## src/rtl/dma_sbr_defines.svh

```systemverilog
`ifndef DMA_SBR_DEFINES_SVH
`define DMA_SBR_DEFINES_SVH

// Bus geometry
`define SBR_ADDR_W          12
`define SBR_DATA_W          32
`define SBR_STRB_W          4
`define SBR_WORD_LSB        2
`define SBR_BYTE_W          8

// Request numbers
`define SBR_REQ_COUNT       16

// Register byte offsets
`define SBR_REQ_OFFSET      12'h000
`define SBR_CONFLICT_OFFSET 12'h004

// Reset values
`define SBR_REQ_RESET       16'h0000
`define SBR_CONFLICT_RESET  16'h0000
`define SBR_RDATA_RESET     32'h0000_0000
`define SBR_UPPER_ZERO      16'h0000

`endif

```

## src/rtl/dma_sbr_pkg.sv

```systemverilog
`include "dma_sbr_defines.svh"

package dma_sbr_pkg;

    typedef logic [`SBR_REQ_COUNT-1:0] req_vec_t;

    // Encodings follow enum order: 0..3
    typedef enum logic [1:0] {
        RESP_OKAY,
        RESP_EXOKAY,
        RESP_SLVERR,
        RESP_DECERR
    } axi_resp_t;

endpackage

```

## src/rtl/dma_software_burst_request.sv

```systemverilog
// Operation
// RULE_01 - Sixteen request bits sit in positions 15..0, bit n serving request number n.
// RULE_02 - A bit reads zero when no burst for that request number is in progress.
// RULE_03 - A bit reads one while the burst for that request number is running.
// RULE_04 - Writing zero to a bit does nothing: no cancel and no other change.
// RULE_05 - Writing one to a bit raises a burst request for that request number.
// RULE_06 - Software never requests a number whose hardware request is active.
// RULE_07 - Software keeps zero every bit whose request number cannot burst.
// RULE_08 - Software writes zeros to bits 31..16, which have no effect in the device.
`timescale 1ns/100ps
`include "dma_sbr_defines.svh"

module dma_software_burst_request (
    // Clock and reset
    input  wire logic                     clk,
    input  wire logic                     rst,
    // Write address channel
    input  wire logic [`SBR_ADDR_W-1:0]   awaddr,
    input  wire logic                     awvalid,
    output logic                          awready,
    // Write data channel
    input  wire logic [`SBR_DATA_W-1:0]   wdata,
    input  wire logic [`SBR_STRB_W-1:0]   wstrb,
    input  wire logic                     wvalid,
    output logic                          wready,
    // Write response channel
    output logic [1:0]                    bresp,
    output logic                          bvalid,
    input  wire logic                     bready,
    // Read address channel
    input  wire logic [`SBR_ADDR_W-1:0]   araddr,
    input  wire logic                     arvalid,
    output logic                          arready,
    // Read data channel
    output logic [`SBR_DATA_W-1:0]        rdata,
    output logic [1:0]                    rresp,
    output logic                          rvalid,
    input  wire logic                     rready,
    // Transfer engine side
    output dma_sbr_pkg::req_vec_t         burst_req,
    input  wire dma_sbr_pkg::req_vec_t    burst_done,
    input  wire dma_sbr_pkg::req_vec_t    hw_req_active
);

    // Word-aligned form of a byte address
    function automatic logic [`SBR_ADDR_W-1:0] word_addr(input logic [`SBR_ADDR_W-1:0] a);
        word_addr = {a[`SBR_ADDR_W-1:`SBR_WORD_LSB], {`SBR_WORD_LSB{1'b0}}};
    endfunction

    // Byte strobes widened to a bit mask
    function automatic logic [`SBR_DATA_W-1:0] strb_mask(input logic [`SBR_STRB_W-1:0] s);
        logic [`SBR_DATA_W-1:0] m;
        m = '0;
        for (int i = 0; i < `SBR_STRB_W; i++) begin
            m[i*`SBR_BYTE_W +: `SBR_BYTE_W] = {`SBR_BYTE_W{s[i]}};
        end
        strb_mask = m;
    endfunction

    // Write channel state
    logic                        aw_held;
    logic [`SBR_ADDR_W-1:0]      held_addr;
    logic                        w_held;
    logic [`SBR_DATA_W-1:0]      held_data;
    logic [`SBR_STRB_W-1:0]      held_strb;
    logic                        next_aw_held;
    logic [`SBR_ADDR_W-1:0]      next_held_addr;
    logic                        next_w_held;
    logic [`SBR_DATA_W-1:0]      next_held_data;
    logic [`SBR_STRB_W-1:0]      next_held_strb;
    logic                        next_awready;
    logic                        next_wready;
    logic                        next_bvalid;
    logic [1:0]                  next_bresp;

    // Write decode
    logic                        aw_fire;
    logic                        w_fire;
    logic                        do_write;
    logic [`SBR_ADDR_W-1:0]      wr_addr;
    logic [`SBR_DATA_W-1:0]      wr_bits;
    logic                        hit_req;
    logic                        hit_conflict;
    dma_sbr_pkg::req_vec_t       set_mask;
    dma_sbr_pkg::req_vec_t       conflict_clr;

    // Read channel state
    logic                        ar_fire;
    logic                        next_arready;
    logic                        next_rvalid;
    logic [`SBR_DATA_W-1:0]      next_rdata;
    logic [1:0]                  next_rresp;

    // Misuse record: request written while hardware asked for the same number
    dma_sbr_pkg::req_vec_t       conflict;
    dma_sbr_pkg::req_vec_t       next_conflict;

    always_comb begin
        aw_fire        = awvalid && awready;
        w_fire         = wvalid && wready;
        wr_addr        = aw_held ? held_addr : awaddr;
        wr_bits        = (w_held ? held_data : wdata) & strb_mask(w_held ? held_strb : wstrb);
        // Response slot must be free so no answer is overwritten
        do_write       = (aw_held || aw_fire) && (w_held || w_fire) && !bvalid;
        hit_req        = 1'b0;
        hit_conflict   = 1'b0;
        if (word_addr(wr_addr) == `SBR_REQ_OFFSET) begin
            hit_req = do_write;
        end else if (word_addr(wr_addr) == `SBR_CONFLICT_OFFSET) begin
            hit_conflict = do_write;
        end
        // Only ones land; zeros and bits 31..16 are dropped here
        set_mask       = hit_req ? wr_bits[`SBR_REQ_COUNT-1:0] : `SBR_REQ_RESET; // [RULE_05] [RULE_04] [RULE_08]
        conflict_clr   = hit_conflict ? wr_bits[`SBR_REQ_COUNT-1:0] : `SBR_CONFLICT_RESET;

        next_aw_held   = (aw_held || aw_fire) && !do_write;
        next_held_addr = aw_fire ? awaddr : held_addr;
        next_w_held    = (w_held || w_fire) && !do_write;
        next_held_data = w_fire ? wdata : held_data;
        next_held_strb = w_fire ? wstrb : held_strb;
        next_awready   = !next_aw_held;
        next_wready    = !next_w_held;

        next_bvalid    = bvalid;
        next_bresp     = bresp;
        if (do_write) begin
            next_bvalid = 1'b1;
            next_bresp  = (hit_req || hit_conflict) ? dma_sbr_pkg::RESP_OKAY
                                                    : dma_sbr_pkg::RESP_DECERR;
        end else if (bvalid && bready) begin
            next_bvalid = 1'b0;
        end
    end

    always_ff @(posedge clk) begin
        if (rst) begin
            aw_held   <= 1'b0;
            held_addr <= '0;
            w_held    <= 1'b0;
            held_data <= `SBR_RDATA_RESET;
            held_strb <= '0;
            awready   <= 1'b1;
            wready    <= 1'b1;
            bvalid    <= 1'b0;
            bresp     <= dma_sbr_pkg::RESP_OKAY;
        end else begin
            aw_held   <= next_aw_held;
            held_addr <= next_held_addr;
            w_held    <= next_w_held;
            held_data <= next_held_data;
            held_strb <= next_held_strb;
            awready   <= next_awready;
            wready    <= next_wready;
            bvalid    <= next_bvalid;
            bresp     <= next_bresp;
        end
    end

    // Per-number running flag; completion from the engine clears it
    sw_burst_req_bank u_bank (
        .clk        (clk),
        .rst        (rst),
        .set_mask   (set_mask),
        .clear_mask (burst_done),
        .pending    (burst_req)
    ); // [RULE_01] [RULE_03] [RULE_05]

    // Sticky misuse flags, write one to clear, new event wins over the clear
    always_comb begin
        next_conflict = (conflict & ~conflict_clr) | (set_mask & hw_req_active); // [RULE_06]
    end

    always_ff @(posedge clk) begin
        if (rst) begin
            conflict <= `SBR_CONFLICT_RESET;
        end else begin
            conflict <= next_conflict;
        end
    end

    // Read path: one outstanding read, data frozen until taken
    always_comb begin
        ar_fire     = arvalid && arready;
        next_rvalid = rvalid;
        next_rdata  = rdata;
        next_rresp  = rresp;
        if (ar_fire) begin
            next_rvalid = 1'b1;
            if (word_addr(araddr) == `SBR_REQ_OFFSET) begin
                next_rdata = {`SBR_UPPER_ZERO, burst_req}; // [RULE_02] [RULE_03] [RULE_01]
                next_rresp = dma_sbr_pkg::RESP_OKAY;
            end else if (word_addr(araddr) == `SBR_CONFLICT_OFFSET) begin
                next_rdata = {`SBR_UPPER_ZERO, conflict};
                next_rresp = dma_sbr_pkg::RESP_OKAY;
            end else begin
                next_rdata = `SBR_RDATA_RESET;
                next_rresp = dma_sbr_pkg::RESP_DECERR;
            end
        end else if (rvalid && rready) begin
            next_rvalid = 1'b0;
        end
        next_arready = !next_rvalid;
    end

    always_ff @(posedge clk) begin
        if (rst) begin
            arready <= 1'b1;
            rvalid  <= 1'b0;
            rdata   <= `SBR_RDATA_RESET;
            rresp   <= dma_sbr_pkg::RESP_OKAY;
        end else begin
            arready <= next_arready;
            rvalid  <= next_rvalid;
            rdata   <= next_rdata;
            rresp   <= next_rresp;
        end
    end
endmodule

```

## src/rtl/sw_burst_req_bank.sv

```systemverilog
`timescale 1ns/100ps
`include "dma_sbr_defines.svh"

module sw_burst_req_bank (
    // Clock and reset
    input  wire logic                clk,
    input  wire logic                rst,
    // Updates
    input  wire dma_sbr_pkg::req_vec_t set_mask,
    input  wire dma_sbr_pkg::req_vec_t clear_mask,
    // State
    output dma_sbr_pkg::req_vec_t    pending
);

    dma_sbr_pkg::req_vec_t next_pending;

    // A new request beats a completion landing in the same cycle
    always_comb begin
        next_pending = (pending & ~clear_mask) | set_mask;
    end

    always_ff @(posedge clk) begin
        if (rst) begin
            pending <= `SBR_REQ_RESET;
        end else begin
            pending <= next_pending;
        end
    end

endmodule

```

## config.mk

```make
export PLATFORM = sky130hd
export DESIGN_NAME = dma_software_burst_request
export DESIGN_NICKNAME = d
export VERILOG_FILES = /design/src/rtl/dma_sbr_pkg.sv /design/src/rtl/dma_software_burst_request.sv /design/src/rtl/sw_burst_req_bank.sv
export VERILOG_INCLUDE_DIRS = /design/src /design/src/rtl
export SDC_FILE = /design/constraint.sdc
export NUM_CORES = 1
export LEC_CHECK = 0
export BUFFER_PORTS_ARGS = -buffer_cell sky130_fd_sc_hd__buf_2
export CORE_ASPECT_RATIO = 0.5
export CORE_MARGIN = 4
export CORE_UTILIZATION = 53
export CTS_BUF_LIST = sky130_fd_sc_hd__clkbuf_4 sky130_fd_sc_hd__clkbuf_8 sky130_fd_sc_hd__clkbuf_16
export CTS_CLUSTER_DIAMETER = 200
export DETAILED_ROUTE_END_ITERATION = 6
export PLACE_DENSITY = 0.91
export SLEW_MARGIN = 40
export SYNTH_ARGS = -nofsm -noshare
export SYNTH_HDL_FRONTEND = slang
export SYNTH_HIERARCHICAL = 1
export SYNTH_SLANG_ARGS = --single-unit
```

## constraint.sdc

```tcl
create_clock -name clk -period 3.7 [get_ports clk]
set_input_delay 0 -clock clk [delete_from_list [all_inputs] [get_ports clk]]
set_output_delay 0 -clock clk [all_outputs]
set_load 0.03 [all_outputs]
```

==> results of run 1 <==
[per-layer routing]
layer / global-route usage / part of all wire
met1: 0.3753 / 0.38
met2: 0.4748 / 0.43
met3: 0.08913 / 0.13
met4: 0.1385 / 0.059
met5: 0 / 0
[registers in the layout, summed over array words and instances (netlist names), 2 cells and up]
| register | flops |
|---|---|
| held_data | 16 |
| u_bank/pending | 16 |
| conflict | 16 |
| rdata | 16 |
| held_strb | 2 |
| held_addr | 10 |
[cells by family after synthesis]
kind of cell,Yosys count,share of synthesized area
compound gates,118,0.2113
buf+inv,76,0.09633
flops,85,0.4226
mux,18,0.04506
other cells,1,0.0009314
simple gates,182,0.2237
[cell type report]
| class | count | area [um2] |
|---|---|---|
| multi-input combinational | 334 | 1996 |
| inverter | 23 | 86.33 |
| tap | 96 | 120.1 |
| sequential | 85 | 1702 |
| timing repair buffer | 181 | 1219 |
| clock buffer | 14 | 275.3 |
| fill | 467 | 1922 |
| clock inverter | 1 | 30.03 |
[worst min-delay path by stage]
stage | start | depth (start not counted) | end
after global routing | hw_req_active[14] | 4 | conflict[14]
after floorplan | awaddr[7] | 2 | held_addr[7]
final | hw_req_active[14] | 4 | conflict[14]
after global placement | awaddr[5] | 3 | held_addr[5]
after CTS | hw_req_active[14] | 4 | conflict[14]
after detailed placement | awaddr[7] | 3 | held_addr[7]
[repair_timing]
item / CTS / global route
setup buffers: 0 / 0
hold buffers: 61 / 0
hold endpoints to repair: 62 / 0
setup endpoints to repair: 0 / 0
[worst max-delay path, delay by kind of cell (launching register included)]
family          cells  cell delay (ns)
simple gates        3             1.68
flops               1             0.51
buf+inv             1             0.10
compound gates      2             0.49
[layout by cell type, fill, tap and decap left out, drive strengths merged, types with 2 or more instances in the layout]
cell type	count
clkbuf	14
nand2b	18
dfxtp	85
a21oi	48
and2	3
nor3	5
a31oi	15
and3b	16
and3	2
inv	23
or4	2
dlygate4sd3	61
nand3	2
a2111oi	16
nor2	21
nor4	18
o32ai	15
buf	120
mux2i	17
conb	16
nand2	90
a2bb2oi	16
[power breakdown]
| part | internal (uW) | switching, uW | total [uW] |
|---|---|---|---|
| clock network | 579 | 367 | 947 |
| registers | 947 | 26.3 | 973 |
| logic | 135 | 228 | 363 |
[through the flow]
step	power [uW]	cells	hold WS [ns]	setup slack, ns
4_1_cts	2232	734	0.03883	1.169
3_3_place_gp	1266	658	0.2499	1.292
2_1_floorplan	1201	495	0.1360	1.692
6_report	2283	734	0.09041	0.8461
5_1_grt	2337	734	0.1077	0.7679
3_5_place_dp	1274	658	0.2554	1.201
[cells in the mapped netlist, types with 16 or more instances]
cell type	n	share of area
nand2_1	90	0.084
dfxtp_1	85	0.42
a21oi_1	38	0.047
clkbuf_1	28	0.026
inv_1	23	0.021
nor2_1	21	0.020
buf_4	18	0.034
nand2b_1	18	0.028
nor4_1	18	0.028
mux2i_1	17	0.042
a2111oi_0	16	0.035
a2bb2oi_1	16	0.035
and3b_1	16	0.035
==> results.py, run 1 <==
metrics = {
    "floorplanning": {
        "rows": 22,
        "die_w_um": 131.3,
        "die_h_um": 69.63,
        "io_pins": 156,
        "start_util": 0.5478,
        "die_area_um2": 9140,
        "fp.coreArea_um2": 7350,
    },
    "synth": {
        "ys_ff_latch": 85,
        "syn_avg_cell_area_um2": 8.388,
        "async_reset_ff_frac": 0,
        "netlist_instances": 480,
        "synth_enable_flop_cells": 0,
        "synth_area_um2": 4026,
        "ys.flop_type": "dfxtp_1",
        "yosysWarnings": 6,
        "synth_seq_area_share": 0.4226,
        "synthDistinctLibCells": 40,
    },
    "placement": {
        "placed_area_um2": 4512,
        "port_buffers": 117,
        "gp_congestion": 0.8200,
        "hpwl_um": 7644,
    },
    "worst_setup_path": {
        "cpPeakStageDelay_ns": 0.63,
        "rr_endpoint": "u_bank/pending[0]",
        "crit_path_end_kind": "flop",
        "crit_end": "u_bank/pending[0]",
        "reg2reg_depth": 6,
        "cp.required_ns": 3.96,
        "r2r_setup_slack_ns": 0.85,
        "crit_chain": "or4b_1, o22ai_1, nand3_1, nor4_1, inv_1, a21oi_1",
        "critPathKind": "reg2reg",
        "critical_path.max_fanout": 17,
        "r2r-start": "aw_held",
        "arrival_ns": 3.12,
        "cp-start-kind": "flop",
        "crit_start": "aw_held",
        "critPathSlowestCell": "nand3_1",
    },
    "final_layout": {
        "area_growth_pct": 34.80,
        "drive_gt1_frac": 0.2335,
        "final_util": 0.7385,
        "fin_area_um2": 5428,
        "n_antenna_cell": 0,
        "layout.nets": 733,
    },
    "cts": {
        "path_clk_slew_ns": 0.06,
        "numCtsBuffers": 9,
        "clk_latency_ns": 0.35,
        "htree_levels": 3,
        "clockBufferDepth": 2,
        "clock-sinks": 85,
        "cts_resized": 0,
        "cts_root_buf": "clkbuf_16",
        "cts_tree": "built",
    },
    "timing": {
        "worst_slew_pin_slew_ns": 0.7842,
        "finClkSkew_ns": 0.01428,
        "final-setup-viol-count": 0,
        "min_period_over_period": 0.7713,
        "clock.fmax_mhz": 350.4,
        "rsz0062_at_grt": "no",
        "finalSetupTns_ns": 0,
        "hold_viol_final": 0,
        "relSlewSlack": 0.4757,
        "min_period_ns": 2.854,
        "maxSlewViolCount": 0,
    },
    "grt": {
        "grt_pass1_wl_um": 22220,
        "grt_pass1_vias": 4281,
        "gr-total-overflow": 0,
        "antenna_found_initial": 0,
        "grt_usage": 0.2984,
        "grt_max_degree": 66,
    },
    "power_and_ir_drop": {
        "leakage_uw": 0.002246,
        "power.density_nw_per_um2": 420.6,
        "vdd_drop_max_uv": 249.3,
    },
    "status": {
        "violations": "design-rule violations",
        "status": "finished with violations",
    },
    "route": {
        "antenna_left": 0,
        "num_vias": 4614,
        "dr.pass1.iters": 7,
        "wl_per_cell_um": 19.21,
        "drt-total-wl_um": 14100,
        "drt-initial-drc-count": 937,
        "viasPerCell": 6.286,
        "remaining_drc_errors": 65,
    },
    "min_path": {
        "worstHoldPathType": "in2reg",
    },
    "run": {
        "drv_cap": 0,
    },
}
Note: power is estimated with default switching activity, not from simulation.
==> inputs of run 2 (changes only) <==
CORE_UTILIZATION = 44   (was 53)
PLACE_DENSITY = 0.81   (was 0.91)
clock period = 2.5 ns   (was 3.7 ns; I/O delays follow)
==> run 2 against run 1 <==
  * Largest power group unchanged
  * The run now ends clean
  * Core utilization shrank 12 points
  * Clock-buffer cell count down 2
  * Clock power up 34%
  * Sequential power rose by 48%
  * Hold slack lost 0.037 ns
  * Critical path type is now in2reg
  * Cell count is 3.8% higher
==> results.py, run 2 (synthesized netlist as in run 1, its figures left out) <==
metrics = {
    "route": {
        "num_vias": 4212,
        "drt-total-wl_um": 12350,
        "wl_per_cell_um": 16.20,
        "drt-initial-drc-count": 308,
        "antenna_left": 0,
        "viasPerCell": 5.528,
        "dr.pass1.iters": 5,
        "remaining_drc_errors": 0,
    },
    "power_and_ir_drop": {
        "pwr-share-seq": 0.446,
        "leakage_uw": 0.002261,
        "combPwrFrac": 0.161,
        "p_clk_frac": 0.393,
        "swShare": 0.2749,
        "power.density_nw_per_um2": 589.7,
        "p_int_uw": 2342,
        "power.net_switching_uw": 888.2,
        "vdd_drop_max_uv": 400.8,
    },
    "grt": {
        "antenna_found_initial": 0,
        "grt_usage": 0.2216,
        "grt_pass1_wl_um": 18860,
        "gr-total-overflow": 0,
        "grt_pass1_vias": 3773,
        "grt_max_degree": 66,
    },
    "run": {
        "drv_cap": 0,
    },
    "timing": {
        "min_period_over_period": 0.9387,
        "rsz0062_at_grt": "no",
        "worst_slew_pin_slew_ns": 0.7526,
        "relSlewSlack": 0.4983,
        "finClkSkew_ns": 0.006478,
        "maxSlewViolCount": 0,
        "hold_viol_final": 0,
        "finalSetupTns_ns": 0,
        "timing.final.ws_setup_ns": 0.1532,
        "holdWs_ns": 0.05316,
        "clock.fmax_mhz": 426.1,
        "final-setup-viol-count": 0,
        "min_period_ns": 2.347,
    },
    "placement": {
        "gp_congestion": 0.8466,
        "hpwl_um": 7887,
        "dp.cells": 685,
        "place_ws_ns": 0.3540,
        "port_buffers": 117,
    },
    "min_path": {
        "hold_start": "hw_req_active[14]",
        "min_path_cells": 4,
        "worstHoldPathType": "in2reg",
        "hold_path_end": "conflict[14]",
    },
    "final_layout": {
        "layout.nets": 739,
        "drive_gt1_frac": 0.2419,
        "final_common_cell": "buf_2",
        "n_antenna_cell": 0,
        "area_growth_pct": 36.05,
        "layout_common_cells": "buf_2, nand2_1, dfxtp_1",
        "final_util": 0.6226,
        "stdcell_count": 762,
    },
    "worst_setup_path": {
        "r2r-start": "aw_held",
        "critPathKind": "in2reg",
        "crit_path_end_kind": "flop",
        "rr_endpoint": "conflict[8]",
        "r2r_setup_slack_ns": 0.24,
        "reg2reg_depth": 4,
        "critical_path.max_fanout": 17,
        "cp.required_ns": 2.70,
        "arrival_ns": 2.54,
        "cp-start-kind": "primary input",
    },
    "floorplanning": {
        "io_pins": 156,
        "die_w_um": 143.3,
        "start_util": 0.4576,
        "rows": 24,
        "fp.coreArea_um2": 8798,
        "die_area_um2": 10840,
        "die_h_um": 75.64,
    },
    "cts": {
        "path_clk_slew_ns": 0.06,
        "clk_latency_ns": 0.34,
        "cts_root_buf": "clkbuf_16",
        "numCtsBuffers": 9,
        "clockBufferDepth": 2,
        "cts_tree": "built",
        "clock-sinks": 85,
        "htree_levels": 3,
    },
    "status": {
        "status": "finished, final reports clean",
    },
}
run 2: changes by cell type in the layout (fill, tap and decap cells not counted), sizes merged:
cell	before	now
buf	120	126
bufinv	1	0
clkbuf	14	12
clkinv	0	3
clkinvlp	0	1
run 2: worst max path at each step:
| stage | startpoint | endpoint | depth (start not counted) |
|---|---|---|---|
| 6_report | awaddr[11] | conflict[8] | 6 |
| 5_1_grt | awaddr[11] | conflict[9] | 6 |
| 4_1_cts | awaddr[11] | conflict[2] | 6 |
| 3_5_place_dp | aw_held | conflict[2] | 4 |
| 3_3_place_gp | aw_held | conflict[14] | 4 |
| 2_1_floorplan | aw_held | u_bank/pending[10] | 8 |
run 2: worst max-delay path: stages:
cell and delay, ns:
dlygate4sd3_1 0.53, buf_2 0.12, or4_1 0.56, or3_1 0.58
a2111oi_1 0.57, o32ai_1 0.17
run 2: power by group through the flow:
stage	registers, uW	clock network [uW]	logic (uW)
after floorplan	1480	0	301
after global placement	1470	0	423
after detailed placement	1470	0	430
after CTS	1440	1280	507
after global routing	1450	1320	560
final	1440	1270	521
run 2: layout make-up:
| cell class | instances | area, um2 |
|---|---|---|
| fill | 732 | 3321 |
| multi-input combinational | 334 | 1997 |
| sequential | 85 | 1702 |
| timing repair buffer | 187 | 1264 |
| clock buffer | 12 | 260.3 |
| tap | 117 | 146.4 |
| inverter | 23 | 86.33 |
| clock inverter | 4 | 22.52 |
run 2: timing repair:
action / CTS / global route
buffers inserted: 0 / 0
gates resized for setup: 0 / 1
setup endpoints to repair: 0 / 1
endpoints found under the hold margin: 62 / 0
hold buffers: 61 / 0
run 2: per-layer routing:
metal	global-route usage	vias to the layer above	share of wire	wire length [um]
met5	0	-	0	0
met4	0.08038	0	0.022	272
met3	0.05956	30	0.084	1036
met2	0.3643	208	0.46	5706
met1	0.2870	1977	0.43	5330
li1	-	1997	-	-
run 2: metrics by stage:
stage | power [uW] | area (um2)
final | 3231 | 5478
after global routing | 3330 | 5478
after CTS | 3224 | 5477
after detailed placement | 1900 | 4583
after global placement | 1890 | 4581
after floorplan | 1778 | 4083
==> inputs of run 3 (changes only) <==
--- a/config.mk
+++ b/config.mk
@@ -11,3 +11,3 @@
 export CORE_MARGIN = 4
-export CORE_UTILIZATION = 44
+export CORE_UTILIZATION = 53
 export CTS_BUF_LIST = sky130_fd_sc_hd__clkbuf_4 sky130_fd_sc_hd__clkbuf_8 sky130_fd_sc_hd__clkbuf_16
@@ -15,3 +15,4 @@
 export DETAILED_ROUTE_END_ITERATION = 6
-export PLACE_DENSITY = 0.81
+export PLACE_DENSITY = 0.91
+export SETUP_SLACK_MARGIN = 0.1
 export SLEW_MARGIN = 40
==> constraint.sdc (replaced) <==
create_clock -name clk -period 2.8 [get_ports clk]
set_input_delay 0 -clock clk [delete_from_list [all_inputs] [get_ports clk]]
set_output_delay 0 -clock clk [all_outputs]
set_load 0.01 [all_outputs]
==> run 3 against run 2 <==
  * The flow now finishes with violations (design-rule violations)
  * Final area down 0.55%
  * Largest cell class unchanged
  * Routed wire length up 16%
  * First-iteration DRC count rose to 2.8 times the previous value
  * Clock-buffer cell count up 4
  * Die area down 16%
  * Sequential power down 10%
  * Clock power down 5%
  * Power down 9.3%
  * Critical endpoint is now conflict[13]
  * Hold slack better by 0.035 ns
  * Cell count down 3.1%
  * Sequential share of layout area up 0.17 points
  * Clock skew up 0.0049 ns
==> results.py, run 3 (synthesized netlist as in run 1, its figures left out) <==
metrics = {
    "status": {
        "status": "finished with violations",
        "violations": "design-rule violations",
    },
    "placement": {
        "port_buffers": 117,
        "dp.cells": 661,
        "gp_congestion": 0.8549,
        "hpwl_um": 7726,
    },
    "final_layout": {
        "layout.nets": 736,
        "area_growth_pct": 35.30,
        "stdcell_count": 738,
        "drive_gt1_frac": 0.2383,
        "layout_common_cells": "buf_2, nand2_1, dfxtp_1",
        "n_fill_cell": 447,
        "final_common_cell": "buf_2",
        "n_antenna_cell": 0,
    },
    "timing": {
        "final-setup-viol-count": 0,
        "clock.fmax_mhz": 374.3,
        "relSlewSlack": 0.5036,
        "rsz0062_at_grt": "no",
        "hold_viol_final": 0,
        "finalSetupTns_ns": 0,
        "finClkSkew_ns": 0.01142,
        "min_period_over_period": 0.9542,
        "maxSlewViolCount": 0,
        "worst_slew_pin_slew_ns": 0.7446,
        "min_period_ns": 2.672,
    },
    "cts": {
        "numCtsBuffers": 9,
        "cts_root_buf": "clkbuf_16",
        "clk_latency_ns": 0.35,
        "cts_setup_buffers": 0,
        "clockBufferDepth": 2,
        "clock-sinks": 85,
        "cts_hold_buf": 61,
        "path_clk_slew_ns": 0.06,
        "cts_tree": "built",
        "cts_resized": 0,
        "htree_levels": 3,
    },
    "floorplanning": {
        "io_pins": 156,
        "die_area_um2": 9140,
        "die_h_um": 69.63,
        "fp.coreArea_um2": 7350,
        "rows": 22,
        "start_util": 0.5478,
        "die_w_um": 131.3,
    },
    "grt": {
        "antenna_found_initial": 0,
        "grt_max_degree": 66,
        "grt_usage": 0.2966,
        "gr-total-overflow": 0,
        "grt_pass1_vias": 4320,
        "grt_pass1_wl_um": 22090,
    },
    "route": {
        "antenna_left": 0,
        "num_vias": 4648,
        "wl_per_cell_um": 19.44,
        "drt-total-wl_um": 14350,
        "viasPerCell": 6.298,
        "remaining_drc_errors": 10,
        "drt-initial-drc-count": 861,
        "dr.pass1.iters": 7,
    },
    "worst_setup_path": {
        "cp.required_ns": 2.98,
        "crit_chain": "mux2_2, nand4_1, a2111oi_0, o32ai_1",
        "crit_path_end_kind": "flop",
        "critPathKind": "reg2reg",
        "critPathSlowestCell": "a2111oi_0",
        "cp-start-kind": "flop",
        "critPathTopFamily": "compound AO/OA/AOI/OAI gates",
        "cp_num_buf_inv": 0,
        "critical_path.max_fanout": 19,
        "arrival_ns": 2.86,
        "reg2reg_depth": 4,
        "cpPeakStageDelay_ns": 0.70,
        "crit_cells": 4,
    },
    "min_path": {
        "min_path_cells": 4,
        "worstHoldPathType": "in2reg",
    },
    "power_and_ir_drop": {
        "vdd_drop_max_uv": 313.5,
        "power.density_nw_per_um2": 537.9,
        "leakage_uw": 0.002259,
    },
    "run": {
        "drv_cap": 0,
    },
}
-- run 3: changes by cell type in the layout (fill, tap and decap cells not counted), moves of 2 or more --
cell	previous run	this run
buf_4	9	6
clkbuf_4	1	3
clkbuf_8	2	4
clkinv_2	3	0
-- run 3: final timing paths --
path / from / to / slack (ns)
hold reg to reg: held_addr[4] / held_addr[4] / 0.46
setup / recovery: aw_held / conflict[13] / 0.13
setup reg to reg: aw_held / conflict[13] / 0.13
hold / removal: hw_req_active[14] / conflict[14] / 0.09
-- run 3: power by group --
part	leakage, uW	total, uW	internal (uW)	switching, uW
sequential	0.000691	1290	1250	38.0
clock	0.000153	1210	729	477
combinational	0.00141	435	180	254
-- run 3: metal layers --
layer / track usage / part of all wire / vias up
met3: 0.1036 / 0.12 / 144
met5: 0 / 0 / -
li1: - / - / 1998
met2: 0.4702 / 0.43 / 427
met4: 0.1630 / 0.070 / 0
met1: 0.3554 / 0.38 / 2079
-- run 3: stage by stage --
step           setup WS [ns]  utilization  total power [uW]  hold WS, ns  area, um2
2_1_floorplan         0.7918            -              1548       0.1360       4083
4_1_cts               0.4581       0.7412              2875      0.04239       5448
6_report              0.1283       0.7412              2930      0.08812       5448
3_5_place_dp          0.4602       0.6170              1648       0.2543       4534
3_3_place_gp          0.6504       0.6166              1637       0.2500       4532
5_1_grt               0.1182       0.7412              2995      0.09570       5448
-- run 3: layout make-up --
class / instances / area, um2 / area share
Multi-Input combinational cell: 334 / 1996 / 0.3663
Sequential cell: 85 / 1702 / 0.3124
Timing Repair Buffer: 184 / 1241 / 0.2278
Clock buffer: 16 / 302.8 / 0.05558
Tap cell: 96 / 120.1 / 0.02205
Inverter: 23 / 86.33 / 0.01585
-- run 3: worst register-to-register path: cells and delay by family (launching register included) --
kind             cells  cell delay, ns
AO/OA/AOI/OAI        2            0.93
multiplexers         1            0.51
AND/OR/NAND/NOR      1            0.57
flip-flops           1            0.50
